File: config.mk
export PLATFORM = sky130hd
export DESIGN_NAME = ipmcf_filter
export DESIGN_NICKNAME = d
export VERILOG_FILES = /design/src/ipmcf_pkg.sv /design/src/ipmcf_fifo.sv /design/src/ipmcf_filter.sv
export SDC_FILE = /design/constraint.sdc
export NUM_CORES = 1
export LEC_CHECK = 0
export BUFFER_PORTS_ARGS = -buffer_cell sky130_fd_sc_hd__buf_4
export CORE_MARGIN = 5
export CORE_UTILIZATION = 56
export DETAILED_ROUTE_END_ITERATION = 16
export PLACE_DENSITY_LB_ADDON = 0.1
export SLEW_MARGIN = 10
export SYNTH_ARGS = -nofsm -noshare
export SYNTH_HDL_FRONTEND = slang
export SYNTH_SLANG_ARGS = --single-unit
File: constraint.sdc
create_clock -name sys_clk_i -period 3.23 [get_ports sys_clk_i]
set_input_delay 0.4845 -clock sys_clk_i [delete_from_list [all_inputs] [get_ports sys_clk_i]]
set_output_delay 0.4845 -clock sys_clk_i [all_outputs]
set_load 0.005 [all_outputs]
File: src/ipmcf_pkg.sv
// Function
// - bit 4 forwards listener discovery, else drop
// - listener class needs dest 33:33:00:00:00:01
// - both classes need EtherType 0x86dd
// - both classes need Next Header 58
// - listener class needs ICMPv6 type 130-132
// - bit 5 forwards solicitation, else drop
// - solicitation matches only dest prefix 33:33:ff
// - solicitation class needs ICMPv6 type 135
// - each class filter support is optional
// - enabled solicitation passes every target address
package ipmcf_pkg;
   localparam int unsigned IPMCF_DATA_W = 8;
   localparam int unsigned IPMCF_FIFO_DEPTH = 4;
   localparam int unsigned IPMCF_EN_W = 32;
   localparam int unsigned IPMCF_BIT_MLD = 4;
   localparam int unsigned IPMCF_BIT_NS = 5;
   localparam logic [47:0] IPMCF_MAC_ALLNODES = 48'h3333_0000_0001;
   localparam logic [23:0] IPMCF_MAC_SNODE = 24'h3333ff;
   localparam logic [15:0] IPMCF_ETYPE_IPV6 = 16'h86dd;
   localparam logic [7:0] IPMCF_NH_ICMPV6 = 8'h3a;
   localparam logic [7:0] IPMCF_TYPE_QUERY = 8'h82;
   localparam logic [7:0] IPMCF_TYPE_REPORT = 8'h83;
   localparam logic [7:0] IPMCF_TYPE_DONE = 8'h84;
   localparam logic [7:0] IPMCF_TYPE_NSOL = 8'h87;
   // byte offsets within the frame
   localparam logic [6:0] IPMCF_OFS_ETYPE_HI = 7'h0c;
   localparam logic [6:0] IPMCF_OFS_ETYPE_LO = 7'h0d;
   localparam logic [6:0] IPMCF_OFS_NH = 7'h14;
   localparam logic [6:0] IPMCF_OFS_ICMP = 7'h36;
   localparam logic [6:0] IPMCF_OFS_MAC_END = 7'h05;
   localparam logic [6:0] IPMCF_OFS_MAX = 7'h7f;
   localparam logic [6:0] IPMCF_OFS_SN_END = 7'h02;
   // verdict byte fields
   localparam int unsigned IPMCF_VB_FWD = 0;
   localparam int unsigned IPMCF_VB_MLD = 1;
   localparam int unsigned IPMCF_VB_NS = 2;
   typedef enum logic [2:0] {
      IPMCF_ST_HDR = 3'b001,
      IPMCF_ST_SKIP = 3'b010,
      IPMCF_ST_DONE = 3'b100
   } ipmcf_state_e;
endpackage

File: src/ipmcf_fifo.sv
`timescale 1ns/100ps
module ipmcf_fifo #(
   parameter int unsigned WIDTH = 8,
   parameter int unsigned DEPTH = 4
) (
   // clock and reset
   input wire logic sys_clk_i,
   input wire logic reset_i,
   // write side
   input wire logic wr_valid_i,
   output logic wr_ready_o,
   input wire logic [WIDTH-1:0] wr_data_i,
   // read side
   output logic rd_valid_o,
   input wire logic rd_ready_i,
   output logic [WIDTH-1:0] rd_data_o
);
   localparam int unsigned AW = $clog2(DEPTH);
   logic [WIDTH-1:0] mem_q [DEPTH];
   logic [AW-1:0] wr_ptr_q;
   logic [AW-1:0] rd_ptr_q;
   logic [AW:0] count_q;
   logic push;
   logic pop;

   assign wr_ready_o = (count_q != (AW+1)'(DEPTH));
   assign rd_valid_o = (count_q != '0);
   assign push = wr_valid_i && wr_ready_o;
   assign pop = rd_valid_o && rd_ready_i;
   assign rd_data_o = mem_q[rd_ptr_q];

   always_ff @(posedge sys_clk_i) begin
      if (push) begin
         mem_q[wr_ptr_q] <= wr_data_i;
      end
   end

   always_ff @(posedge sys_clk_i) begin
      if (reset_i) begin
         wr_ptr_q <= '0;
         rd_ptr_q <= '0;
         count_q <= '0;
      end else begin
         if (push) begin
            wr_ptr_q <= (wr_ptr_q == AW'(DEPTH-1)) ? '0 : wr_ptr_q + 1'b1;
         end
         if (pop) begin
            rd_ptr_q <= (rd_ptr_q == AW'(DEPTH-1)) ? '0 : rd_ptr_q + 1'b1;
         end
         count_q <= count_q + (AW+1)'(push) - (AW+1)'(pop);
      end
   end
endmodule // ipmcf_fifo

File: src/ipmcf_filter.sv
`timescale 1ns/100ps
module ipmcf_filter import ipmcf_pkg::*; #(
   parameter bit MLD_SUPPORTED = 1'b1,
   parameter bit NS_SUPPORTED = 1'b1
) (
   // clock and reset
   input wire logic sys_clk_i,
   input wire logic reset_i,
   // filter enable word from the multicast filter command
   input wire logic [IPMCF_EN_W-1:0] filter_en_i,
   // received frame bytes
   input wire logic rx_valid_i,
   output logic rx_ready_o,
   input wire logic [IPMCF_DATA_W-1:0] rx_data_i,
   input wire logic rx_last_i,
   // classification verdict toward pass-through path
   output logic verdict_valid_o,
   input wire logic verdict_ready_i,
   output logic [IPMCF_DATA_W-1:0] verdict_o
);
   ipmcf_state_e state_q;
   logic [6:0] ofs_q;
   logic mac_all_q;
   logic mac_sn_q;
   logic etype_ok_q;
   logic nh_ok_q;
   logic mld_type_q;
   logic ns_type_q;
   logic mld_en;
   logic ns_en;
   logic mld_hit;
   logic ns_hit;
   logic in_hdr;
   logic at_type;
   logic type_mld_now;
   logic type_ns_now;
   logic mld_type;
   logic ns_type;
   logic take;
   logic eof;
   logic [7:0] exp_all;
   logic [7:0] exp_sn;
   logic fifo_wr_ready;
   logic fifo_wr_valid;
   logic [IPMCF_DATA_W-1:0] fifo_wr_data;

   // only bits 4 and 5 are looked at; unsupported classes always drop
   assign mld_en = filter_en_i[IPMCF_BIT_MLD] && MLD_SUPPORTED;
   assign ns_en = filter_en_i[IPMCF_BIT_NS] && NS_SUPPORTED;

   // a frame's last byte is held off while the verdict fifo is full
   assign rx_ready_o = !(rx_last_i && !fifo_wr_ready);
   assign take = rx_valid_i && rx_ready_o;
   assign eof = take && rx_last_i;

   always_comb begin
      exp_all = 8'h00;
      exp_sn = 8'h00;
      // guarded so the part-selects never run past the address constants
      if (ofs_q <= IPMCF_OFS_MAC_END) begin
         exp_all = IPMCF_MAC_ALLNODES[47 - 8*ofs_q[2:0] -: 8];
      end
      if (ofs_q <= IPMCF_OFS_SN_END) begin
         exp_sn = IPMCF_MAC_SNODE[23 - 8*ofs_q[1:0] -: 8];
      end
   end

   always_ff @(posedge sys_clk_i) begin
      if (reset_i) begin
         ofs_q <= '0;
      end else if (eof) begin
         ofs_q <= '0;
      end else if (take && ofs_q != IPMCF_OFS_MAX) begin
         ofs_q <= ofs_q + 7'h01;
      end
   end

   always_ff @(posedge sys_clk_i) begin
      if (reset_i) begin
         state_q <= IPMCF_ST_HDR;
      end else begin
         case (state_q)
            IPMCF_ST_HDR: begin
               if (eof) begin
                  state_q <= IPMCF_ST_HDR;
               end else if (take && ofs_q == IPMCF_OFS_ICMP) begin
                  state_q <= IPMCF_ST_SKIP;
               end
            end
            IPMCF_ST_SKIP: begin
               if (eof) begin
                  state_q <= IPMCF_ST_HDR;
               end
            end
            default: begin
               state_q <= IPMCF_ST_HDR;
            end
         endcase
      end
   end

   // only header bytes count; payload bytes never touch the flags
   assign in_hdr = take && state_q == IPMCF_ST_HDR;
   // the type byte may also be a frame's last byte, so it is decoded
   // straight from the input as well as stored
   assign at_type = in_hdr && ofs_q == IPMCF_OFS_ICMP;
   assign type_mld_now = (rx_data_i == IPMCF_TYPE_QUERY) ||
                         (rx_data_i == IPMCF_TYPE_REPORT) ||
                         (rx_data_i == IPMCF_TYPE_DONE);
   assign type_ns_now = (rx_data_i == IPMCF_TYPE_NSOL);

   // match flags start true at frame start and are knocked down per byte
   always_ff @(posedge sys_clk_i) begin
      if (reset_i || eof) begin
         mac_all_q <= 1'b1;
      end else if (in_hdr && ofs_q <= IPMCF_OFS_MAC_END &&
                   rx_data_i != exp_all) begin
         mac_all_q <= 1'b0;
      end
   end

   // the low three address bytes carry the target and are not compared
   always_ff @(posedge sys_clk_i) begin
      if (reset_i || eof) begin
         mac_sn_q <= 1'b1;
      end else if (in_hdr && ofs_q <= IPMCF_OFS_SN_END &&
                   rx_data_i != exp_sn) begin
         mac_sn_q <= 1'b0;
      end
   end

   always_ff @(posedge sys_clk_i) begin
      if (reset_i || eof) begin
         etype_ok_q <= 1'b1;
      end else if (in_hdr && ofs_q == IPMCF_OFS_ETYPE_HI &&
                   rx_data_i != IPMCF_ETYPE_IPV6[15:8]) begin
         etype_ok_q <= 1'b0;
      end else if (in_hdr && ofs_q == IPMCF_OFS_ETYPE_LO &&
                   rx_data_i != IPMCF_ETYPE_IPV6[7:0]) begin
         etype_ok_q <= 1'b0;
      end
   end

   // extension headers are not walked, so they make both classes miss
   always_ff @(posedge sys_clk_i) begin
      if (reset_i || eof) begin
         nh_ok_q <= 1'b1;
      end else if (in_hdr && ofs_q == IPMCF_OFS_NH &&
                   rx_data_i != IPMCF_NH_ICMPV6) begin
         nh_ok_q <= 1'b0;
      end
   end

   // type flags start false, so frames ending before the type never match
   always_ff @(posedge sys_clk_i) begin
      if (reset_i || eof) begin
         mld_type_q <= 1'b0;
         ns_type_q <= 1'b0;
      end else if (at_type) begin
         mld_type_q <= type_mld_now;
         ns_type_q <= type_ns_now;
      end
   end

   assign mld_type = mld_type_q || (at_type && type_mld_now);
   assign ns_type = ns_type_q || (at_type && type_ns_now);
   assign mld_hit = mac_all_q && etype_ok_q && nh_ok_q && mld_type;
   assign ns_hit = mac_sn_q && etype_ok_q && nh_ok_q && ns_type;

   // verdict byte: bit0 forward, bit1 mld class, bit2 ns class
   assign fifo_wr_valid = eof;
   always_comb begin
      fifo_wr_data = '0;
      fifo_wr_data[IPMCF_VB_MLD] = mld_hit;
      fifo_wr_data[IPMCF_VB_NS] = ns_hit;
      fifo_wr_data[IPMCF_VB_FWD] = (mld_hit && mld_en) ||
                                   (ns_hit && ns_en);
   end

   ipmcf_fifo #(
      .WIDTH(IPMCF_DATA_W),
      .DEPTH(IPMCF_FIFO_DEPTH)
   ) u_fifo (
      .sys_clk_i(sys_clk_i),
      .reset_i(reset_i),
      .wr_valid_i(fifo_wr_valid),
      .wr_ready_o(fifo_wr_ready),
      .wr_data_i(fifo_wr_data),
      .rd_valid_o(verdict_valid_o),
      .rd_ready_i(verdict_ready_i),
      .rd_data_o(verdict_o)
   );
endmodule // ipmcf_filter

==> results by group, run 1 <==
Run status
  – Run status: finished clean

Synth
  – Yosys reg bits: 36
  – Synth Area in Compound Gates: 10.93%
  – Fraction of registers with async set or reset after synthesis: 0%
  – Mean Syn Cell Area: 10.15 um2
  – Post-synth cell types: 44
  – Synth Warn #: 0
  – Number of flops mapped to enable cells by yosys: 12
  – Largest family of logic cells by synthesized area: simple AND/OR/NAND/NOR gates
  – Sequential-to-total area share from yosys stat: 42.72%
  – Synth Flop Type: dfxtp_1
  – Yosys top cell by area: dfxtp_1
  – Post-Synth Simple-Gate Area: 20.92%
  – Post-synth top area share: 24.41%
  – Adder-cell share of the synthesized area: 11.82%
  – Post-synthesis mux area share: 6.548%
  – Top cells by area, synth: dfxtp_1, edfxtp_1, ha_1
  – Post-synthesis xor/xnor area fraction: 1.335%
  – Syn Inst Count: 194
  – Synth top cells by count: dfxtp_1, ha_1, inv_1
  – Most frequent cell after synthesis: dfxtp_1
  – Synthesized cell area: 1968 um2

Critical path
  – Family with the most delay on the worst path: adder cells
  – CP startpoint: u_fifo.count_q[2]
  – Worst EP arrival: 2.57 ns
  – CP max FO: 4
  – RR Startpoint: u_fifo.count_q[2]
  – Worst path max stage delay: 0.43 ns
  – Crit path buffers/inverters: 3
  – Critical path cell sequence: or3_1 > nand2_1 > inv_1 > ha_1 > inv_1 > ha_1 > inv_1 > fa_1 > xor2_1 > xnor2_1 > nor2_1
  – Worst Setup Path Type: flop to flop
  – Crit path capture type: flop
  – CP Launch Type: flop
  – Critical path's most frequent cell: inv_1
  – Worst Path Required: 3.47 ns
  – Crit path max-delay cell type: or3_1

CTS
  – Clock latency on the worst-skew pair: 0.34 ns
  – CTS resizes: 0
  – Clock root cell: clkbuf_4
  – Post-CTS Hold Buffers: 0
  – Clk slew on worst S/H paths: 0.10 ns
  – CTS Buf Count: 5
  – H-tree levels: 2
  – Setup bufs post-CTS: 0
  – Longest Clk Path Bufs: 2
  – CTS Sinks: 36
  – CTS tree: built

GRT
  – Largest net degree at the start of global routing: 12
  – Overflow after GRT: 0
  – First-pass GRT wire length: 6327 um
  – Vias in the first global route: 1443
  – Gr usage total: 16.18%
  – Initial antenna violation count: 0

Routing
  – Initial DRC Count: 42
  – ANT nets after route: 0
  – Via/cell ratio: 5.481
  – Wire per inst: 13.70 um
  – Via count: 1447
  – DRC viols: 0
  – Detailed Route WL: 3618 um
  – DRT Pass-1 Iters: 4

Layout
  – Seq. cell area: 840.8 um2
  – Filler Cell Count: 287
  – Share of cells above drive strength 1: 15.60%
  – Diode count: 0
  – Area taken by multi-input logic gates: 1033 um2
  – Area delta synth->final: 11.44%
  – NumNets Final: 280

Timing
  – Crit path time final: 2.328 ns
  – Worst Clk Skew: 0.01003 ns
  – Count of final max-slew check failures: 0
  – Final setup viols: 0
  – Worst Tran Pin Value: 0.6577 ns
  – Setup slack after layout: 0.9024 ns
  – TNS Setup: 0 ns
  – RSZ-0062 raised after global routing: no
  – Final Hold Viols: 0
  – Fin crit share: 72.06%
  – Max Clock Freq: 429.6 MHz
  – Worst relative slew slack: 56.08%

Power and ir drop
  – Pleak: 0.8678 nW
  – Pwr/cell area: 496.4 nW/um2
  – Max rail drop VDD: 0.3392 mV

Die
  – Area of the die: 4800 um2
  – Initial Util: 58.52%
  – Die W: 69.29 um
  – CORE AREA: 3363 um2
  – Chip Height: 69.29 um
  – I/O pin cnt: 55
  – Row cnt: 21

Placed design
  – Final HPWL DP: 2847 um
  – GPL Wtd Cong: 0.8065
  – I/O Buffers: 19
  – Dpl ws: 0.9129 ns

Job
  – Max-Cap Viols: 0

Worst hold path
  – HP Class: input port to flop
  – HP Start: reset_i
[metrics by stage]
| step | cells | hold slack (ns) | instance area (um2) | power [W] | util [%] |
|---|---|---|---|---|---|
| 2_1_floorplan | 198 | 0.4514 | 1983 | 0.0007741 | - |
| 3_5_place_dp | 256 | 0.4746 | 2142 | 0.0008767 | 63.69 |
| 6_report | 264 | 0.3624 | 2193 | 0.001089 | 65.22 |
| 4_1_cts | 264 | 0.3428 | 2193 | 0.001104 | 65.22 |
| 5_1_grt | 264 | 0.3722 | 2193 | 0.001168 | 65.22 |
| 3_3_place_gp | 256 | 0.4641 | 2142 | 0.0008594 | 63.69 |
[sequential cells by signal, indices dropped and copies added, names as in the netlist, named ones only]
register,count
u_fifo.mem_q,12
ofs_q,7
u_fifo.count_q,3
state_q,2
u_fifo.rd_ptr_q,2
u_fifo.wr_ptr_q,2
etype_ok_q,1
mac_all_q,1
mac_sn_q,1
mld_type_q,1
nh_ok_q,1
ns_type_q,1
[where the power goes]
group,internal (W),switching (W),leakage [nW],total [W]
sequential,0.000510,0.0000474,0.309,0.000558
clock,0.0000798,0.000146,0.0324,0.000226
combinational,0.000163,0.000142,0.526,0.000305
total,0.000753,0.000335,0.868,0.00109
[final cells by class]
class                   instances  area share (%)
multi-input cells             138           47.12
flip-flops and latches         36           38.33
repair buffers                 20           6.845
inverters                      16           2.738
well taps                      46           2.624
clock buffers                   5           1.711
clock inverters                 3          0.6275
[cell families (layout without fill, tap and decap cells)]
group                      Yosys count  count (layout)
AOI/OAI and AO/OA                   32              32
DFF                                 36              36
buffers and inverters               24              44
other                                1               5
xor gates and xnor gates             3               3
adders and majority gates           18              18
and+or+nand+nor                     71              71
muxes                                9               9
[final timing paths]
| kind | slack (ns) | depth (start not counted) | end |
|---|---|---|---|
| worst max-delay path | 0.90 | 11 | u_fifo.count_q[2] |
| worst min-delay path | 0.36 | 2 | u_fifo.count_q[1] |
| worst max register to register | 0.90 | 11 | u_fifo.count_q[2] |
| worst min register to register | 0.49 | 2 | u_fifo.rd_ptr_q[1] |
[cells in the final DEF, fill, tap and decap left out, types with 2 or more instances in the layout]
cell type | netlist | layout
nor3_1 | 3 | 3
or4_1 | 3 | 3
or3_1 | 8 | 8
edfxtp_1 | 12 | 12
and2_1 | 5 | 5
a21oi_1 | 11 | 11
o21ai_0 | 8 | 8
xnor2_1 | 2 | 2
nor4bb_1 | 2 | 2
ha_1 | 17 | 17
nand2_1 | 9 | 9
inv_1 | 16 | 16
conb_1 | 1 | 5
nor4_1 | 2 | 2
nor2_1 | 13 | 13
dfxtp_1 | 24 | 24
nor2b_1 | 4 | 4
and3_1 | 3 | 3
buf_4 | 5 | 20
mux4_2 | 3 | 3
o32a_1 | 3 | 3
nand3_1 | 8 | 8
mux2i_1 | 5 | 5
o41ai_1 | 3 | 3
nand4_1 | 3 | 3
clkbuf_4 | 0 | 5
clkinv_2 | 0 | 2
[layer usage]
metal  GRT usage, %  routed length [um]
met1          17.59                1485
met2          29.77                1958
met3          4.638                 120
met4          5.423                  53
met5              0                   0
(Power assumes the default switching activity.)
==> inputs of run 2 (changes only) <==
--- a/config.mk
+++ b/config.mk
@@ -7,7 +7,7 @@
 export LEC_CHECK = 0
 export BUFFER_PORTS_ARGS = -buffer_cell sky130_fd_sc_hd__buf_4
 export CORE_MARGIN = 5
-export CORE_UTILIZATION = 56
+export CORE_UTILIZATION = 47
 export DETAILED_ROUTE_END_ITERATION = 16
 export PLACE_DENSITY_LB_ADDON = 0.1
 export SLEW_MARGIN = 10
==> constraint.sdc (replaced) <==
create_clock -name sys_clk_i -period 1.9 [get_ports sys_clk_i]
set_input_delay 0.285 -clock sys_clk_i [delete_from_list [all_inputs] [get_ports sys_clk_i]]
set_output_delay 0.285 -clock sys_clk_i [all_outputs]
set_load 0.005 [all_outputs]
==> results by group, run 2 (same netlist as run 1, synthesis figures left out) <==
CTS
  – CTS tree: built
  – Longest Clk Path Bufs: 2 (unchanged)
  – H-tree levels: 2 (unchanged)
  – Clock root cell: clkbuf_8
  – Clock latency on the worst-skew pair: 0.29 ns (-0.05 ns)
  – CTS Buf Count: 5 (unchanged)
  – Clk slew on worst S/H paths: 0.07 ns (-0.03 ns)
  – CTS Sinks: 36 (unchanged)
  – Post-CTS Hold Buffers: 0 (unchanged)

Routing
  – DRT Pass-1 Iters: 4 (unchanged)
  – Wire per inst: 14.47 um (+5.6%)
  – Initial DRC Count: 52 (+24%)
  – Via/cell ratio: 5.423 (-1.1%)
  – DRC viols: 0 (unchanged)
  – Via count: 1551 (+7.2%)
  – Detailed Route WL: 4138 um (+14%)
  – ANT nets after route: 0 (unchanged)

Die
  – Row cnt: 23 (+9.5%)
  – I/O pin cnt: 55 (unchanged)
  – Area of the die: 5582 um2 (+16%)
  – CORE AREA: 4029 um2 (+20%)
  – Chip Height: 74.71 um (+7.8%)
  – Initial Util: 48.85% (-9.7 points)
  – Die W: 74.71 um (+7.8%)

Layout
  – Most frequent cells in the layout: buf_4, dfxtp_1, ha_1
  – Final instance area: 2506 um2 (+14%)
  – Most common cell after layout, fill and taps aside: buf_4
  – NumNets Final: 298 (+6.4%)
  – Biggest regs: u_fifo.mem_q (12), ofs_q (7), u_fifo.count_q (3)
  – Diode count: 0 (unchanged)
  – Share of cells above drive strength 1: 32.63% (+17 points)
  – Area delta synth->final: 27.34%
  – Max reg flops: 12 (unchanged)
  – Top reg by flops: u_fifo.mem_q
  – Layout Cells excl Fill: 286 (+8.3%)
  – Filler Cell Count: 339 (+18%)

Critical path
  – Reg2Reg Depth: 11 (unchanged)
  – R2R setup slack: -0.17 ns (-1.07 ns)
  – Worst Setup Path Type: flop to flop
  – RR Startpoint: u_fifo.count_q[0]
  – Worst Path Required: 2.08 ns (-1.39 ns)
  – Reg2reg end: u_fifo.count_q[2]
  – CP Launch Type: flop
  – Worst EP arrival: 2.26 ns (-0.31 ns)
  – CP max FO: 2 (-2)
  – Worst setup endpoint: u_fifo.count_q[2]
  – Crit path capture type: flop
  – CP startpoint: u_fifo.count_q[0]

Timing
  – Max Clock Freq: 482.5 MHz (+12%)
  – Fin crit share: 109.1% (+37 points)
  – Worst Clk Skew: 0.002601 ns (-0.007430 ns)
  – Setup slack after layout: -0.1724 ns (-1.075 ns)
  – Final setup viols: 4 (+4)
  – Crit path time final: 2.072 ns (-0.2552 ns)
  – Count of final max-slew check failures: 0 (unchanged)
  – Final Hold Viols: 0 (unchanged)
  – Min Hold Slack: 0.2264 ns (-0.1360 ns)
  – RSZ-0062 raised after global routing: yes

Placed design
  – Dpl ws: -0.2467 ns (-1.160 ns)
  – Dpl cells: 278 (+8.6%)
  – Final HPWL DP: 3261 um (+15%)
  – I/O Buffers: 19 (unchanged)
  – GPL Wtd Cong: 0.8595 (+6.6%)
  – Placed cell area: 2325 um2 (+8.5%)

Power and ir drop
  – Pleak: 0.9885 nW (+14%)
  – Max rail drop VDD: 0.5930 mV (+75%)
  – Pwr/cell area: 952.5 nW/um2 (+92%)
  – Total Power: 0.002387 W (+120%)

GRT
  – Gr usage total: 16.38% (+0.20 points)
  – First-pass GRT wire length: 7003 um (+11%)
  – Largest net degree at the start of global routing: 13 (+1)
  – Initial antenna violation count: 0 (unchanged)
  – Overflow after GRT: 0 (unchanged)
  – Vias in the first global route: 1546 (+7.1%)

Run status
  – Run status: complete, but fails checks
  – Failing checks: negative setup slack

Job
  – Max-Cap Viols: 0 (unchanged)

Worst hold path
  – HP Class: input port to flop
==> run 2: cell types whose count changed in the layout (fill, tap and decap cells not counted), sizes merged <==
cell | before | now
clkinv | 3 | 1
bufinv | 0 | 1
clkinvlp | 0 | 1
buf | 20 | 38
==> run 2: worst min path at each step <==
| stage | startpoint | end | slack, ns | cells past startpoint |
|---|---|---|---|---|
| final | reset_i | u_fifo.count_q[1] | 0.23 | 2 |
| after global routing | reset_i | u_fifo.count_q[1] | 0.23 | 2 |
| after CTS | reset_i | u_fifo.count_q[1] | 0.22 | 2 |
| after detailed placement | u_fifo.rd_ptr_q[1] | u_fifo.rd_ptr_q[1] | 0.49 | 2 |
| after global placement | u_fifo.rd_ptr_q[1] | u_fifo.rd_ptr_q[1] | 0.47 | 2 |
| after floorplan | rx_valid_i | ofs_q[6] | 0.44 | 2 |
==> run 2: metal layers <==
metal	GRT usage, %	share of wire, %
met1	20.07	45
met4	4.545	1.1
met3	4.005	3.9
met2	28.68	50
met5	0	0
==> run 2: where the power goes <==
part           internal, W  switching [W]
Clock             0.000388       0.000274
Combinational     0.000448       0.000342
Sequential        0.000872      0.0000635
==> run 2: layout make-up <==
cell class / count / area [um2] / share of cell area, %
well taps: 50 / 62.56 / 2.496
repair buffers: 38 / 301.5 / 12.03
multi-input cells: 138 / 1122 / 44.78
inverters: 16 / 60.06 / 2.396
clock inverters: 3 / 42.54 / 1.697
clock buffers: 5 / 68.82 / 2.746
flip-flops and latches: 36 / 848.3 / 33.85
==> run 2: stage by stage <==
step                      util [%]  setup TNS [ns]
after floorplan                  -         -0.2666
after detailed placement     57.70         -0.9179
after CTS                    61.65         -0.4439
after global placement       57.70         -0.5412
after global routing         62.21         -0.6142
final                        62.21         -0.3134
==> run 2: repair_timing <==
item | in CTS | in global routing
setup endpoints to repair | 9 | 16
pin swaps | 9 | 8
buffers inserted | 0 | 0
resized for setup | 13 | 6
==> run 2: critical path, stage by stage, from the launching register on <==
cell     delay [ns]
dfxtp_2        0.32
or3_4          0.39
nand2_2        0.08
inv_2          0.04
ha_4           0.20
inv_2          0.06
ha_4           0.12
inv_2          0.04
fa_2           0.36
xor2_2         0.15
xnor2_1        0.15
nor2_1         0.06
==> inputs of run 3 (changes only) <==
--- a/config.mk
+++ b/config.mk
@@ -10,6 +10,7 @@
 export CORE_UTILIZATION = 47
 export DETAILED_ROUTE_END_ITERATION = 16
 export PLACE_DENSITY_LB_ADDON = 0.1
+export RECOVER_POWER = 50
 export SLEW_MARGIN = 10
 export SYNTH_ARGS = -nofsm -noshare
 export SYNTH_HDL_FRONTEND = slang
==> results by group, run 3 (same netlist as run 1, synthesis figures left out) <==
Layout
  – Diode count: 0 (unchanged)
  – Share of cells above drive strength 1: 32.20% (-0.42 points)
  – NumNets Final: 298 (unchanged)
  – Biggest regs: u_fifo.mem_q (12), ofs_q (7), u_fifo.count_q (3)
  – Area delta synth->final: 27.15%
  – Filler Cell Count: 340 (+0.29%)
  – Max reg flops: 12 (unchanged)
  – Most frequent cells in the layout: buf_4, dfxtp_1, ha_1
  – Layout Cells excl Fill: 286 (unchanged)
  – Post-layout util: 62.11% (-0.093 points)
  – Top reg by flops: u_fifo.mem_q
  – Most common cell after layout, fill and taps aside: buf_4
  – Final instance area: 2502 um2 (-0.15%)

GRT
  – Met3 Usage GRT: 4.005% (unchanged)
  – Overflow after GRT: 0 (unchanged)
  – Initial antenna violation count: 0 (unchanged)
  – GRT busiest layer: met2
  – GR Util met2: 28.68% (unchanged)
  – Largest net degree at the start of global routing: 13 (unchanged)
  – Gr usage total: 16.38% (unchanged)
  – First-pass GRT wire length: 7003 um (unchanged)
  – Vias in the first global route: 1546 (unchanged)
  – Met1 Usage GRT: 20.07% (unchanged)

Critical path
  – Reg2Reg Depth: 11 (unchanged)
  – Worst Setup Path Type: flop to flop
  – CP max FO: 2 (unchanged)
  – Critical path cell sequence: or3_4 > nand2_2 > inv_2 > ha_4 > inv_2 > ha_4 > inv_2 > fa_2 > xor2_2 > xnor2_1 > nor2_1
  – Worst EP arrival: 2.26 ns (about the same)
  – Crit path max-delay cell type: or3_4
  – Worst path max stage delay: 0.39 ns (about the same)
  – CP Launch Type: flop
  – Critical path's most frequent cell: inv_2
  – Worst Path Required: 2.09 ns (about the same)
  – R2R setup slack: -0.17 ns (about the same)
  – RR Startpoint: u_fifo.count_q[0]
  – Crit path capture type: flop
  – Reg2reg end: u_fifo.count_q[2]

Die
  – Chip Height: 74.71 um (unchanged)
  – CORE AREA: 4029 um2 (unchanged)
  – Die W: 74.71 um (unchanged)
  – Area of the die: 5582 um2 (unchanged)
  – Row cnt: 23 (unchanged)
  – I/O pin cnt: 55 (unchanged)
  – Initial Util: 48.85% (unchanged)

CTS
  – Clock root cell: clkbuf_8
  – H-tree levels: 2 (unchanged)
  – CTS Buf Count: 5 (unchanged)
  – Longest Clk Path Bufs: 2 (unchanged)
  – Clk slew on worst S/H paths: 0.07 ns (about the same)
  – Setup bufs post-CTS: 0 (unchanged)
  – CTS Sinks: 36 (unchanged)
  – CTS tree: built
  – Clock latency on the worst-skew pair: 0.29 ns (about the same)
  – Post-CTS Hold Buffers: 0 (unchanged)

Worst hold path
  – Hold Path Sink: u_fifo.count_q[1]
  – HP Start: reset_i
  – Hold Path Depth: 2 (unchanged)
  – HP Class: input port to flop

Power and ir drop
  – Internal power: 0.001706 W (-0.13%)
  – Clock Power Share: 27.8% (about the same)
  – Pleak: 0.9850 nW (-0.35%)
  – Max rail drop VDD: 0.5930 mV (about the same)
  – Reg power frac: 39.2% (about the same)
  – Net Sw Frac: 28.53% (+0.074 points)
  – Pwr/cell area: 953.7 nW/um2 (+0.13%)
  – Combinational power share: 33.0% (about the same)
  – Total Power: 0.002387 W (about the same)
  – Sw Pwr: 0.0006810 W (+0.23%)

Routing
  – ANT nets after route: 0 (unchanged)
  – Via count: 1557 (+0.39%)
  – DRC viols: 0 (unchanged)
  – DRT Pass-1 Iters: 4 (unchanged)
  – Via/cell ratio: 5.444 (+0.39%)
  – Detailed Route WL: 4141 um (about the same)
  – Wire per inst: 14.48 um (about the same)
  – Initial DRC Count: 51 (-1.9%)

Placed design
  – Final HPWL DP: 3261 um (unchanged)
  – I/O Buffers: 19 (unchanged)
  – Placed cell area: 2325 um2 (unchanged)
  – GPL Wtd Cong: 0.8595 (unchanged)
  – Dpl cells: 278 (unchanged)

Job
  – Max-Cap Viols: 0 (unchanged)

Timing
  – Count of final max-slew check failures: 0 (unchanged)
  – RSZ-0062 raised after global routing: yes
  – Min Hold Slack: 0.2250 ns (-0.001404 ns)
  – Max Clock Freq: 482.5 MHz (about the same)
  – Setup slack after layout: -0.1725 ns (-0.0001520 ns)
  – Final setup viols: 4 (unchanged)
  – Crit path time final: 2.073 ns (+0.0001520 ns)
  – Worst Clk Skew: 0.003895 ns (+0.001293 ns)
  – Fin crit share: 109.1% (about the same)
  – Final Hold Viols: 0 (unchanged)

Run status
  – Run status: complete, but fails checks
  – Failing checks: negative setup slack
==> run 3: cell type report <==
cell class	instances	area, um2	area share (%)
clock buffers	5	68.82	2.750
multi-input cells	138	1122	44.85
repair buffers	38	297.8	11.90
flip-flops and latches	36	848.3	33.90
inverters	16	60.06	2.400
well taps	50	62.56	2.500
clock inverters	3	42.54	1.700
==> run 3: worst max-delay path by stage <==
stage	slack, ns	endpoint	from	cells past startpoint
6_report	-0.17	u_fifo.count_q[2]	u_fifo.count_q[0]	11
5_1_grt	-0.28	u_fifo.count_q[2]	u_fifo.count_q[0]	11
3_5_place_dp	-0.25	u_fifo.count_q[2]	u_fifo.count_q[0]	11
2_1_floorplan	-0.19	u_fifo.count_q[2]	u_fifo.count_q[0]	11
3_3_place_gp	-0.19	u_fifo.count_q[2]	u_fifo.count_q[0]	11
4_1_cts	-0.23	u_fifo.count_q[2]	u_fifo.count_q[1]	11
==> run 3: what timing repair did <==
action / in CTS / in global routing
pin swaps: 9 / 8
gates resized for setup: 13 / 6
setup endpoints to repair: 9 / 16
==> run 3: layer usage <==
layer  part of all wire (%)  vias up
met1                     45      743
met5                      0        -
met4                    1.1        0
li1                       -      782
met3                    3.6        6
met2                     50       26
==> run 3: critical path: cells and delay by family, from the launching register on <==
| kind | cells | cell delay, ns |
|---|---|---|
| xor+xnor | 2 | 0.30 |
| fa+ha+maj | 3 | 0.68 |
| buf+inv | 3 | 0.14 |
| flops | 1 | 0.32 |
| simple gates | 3 | 0.53 |
==> run 3: stage by stage <==
stage               worst slack, ns  TNS [ns]
floorplan                   -0.1926   -0.2666
global placement            -0.1908   -0.5412
detailed placement          -0.2467   -0.9179
CTS                         -0.2304   -0.4439
global route                -0.2822   -0.6121
finish                      -0.1725   -0.3177
==> run 3: power by group through the flow <==
stage	sequential (W)	combinational [W]	clock [W]
final	0.000936	0.000787	0.000664
after global routing	0.000948	0.000885	0.000716
after CTS	0.000934	0.000768	0.000675
after detailed placement	0.000952	0.000688	0
after global placement	0.000944	0.000666	0
after floorplan	0.000949	0.000398	0
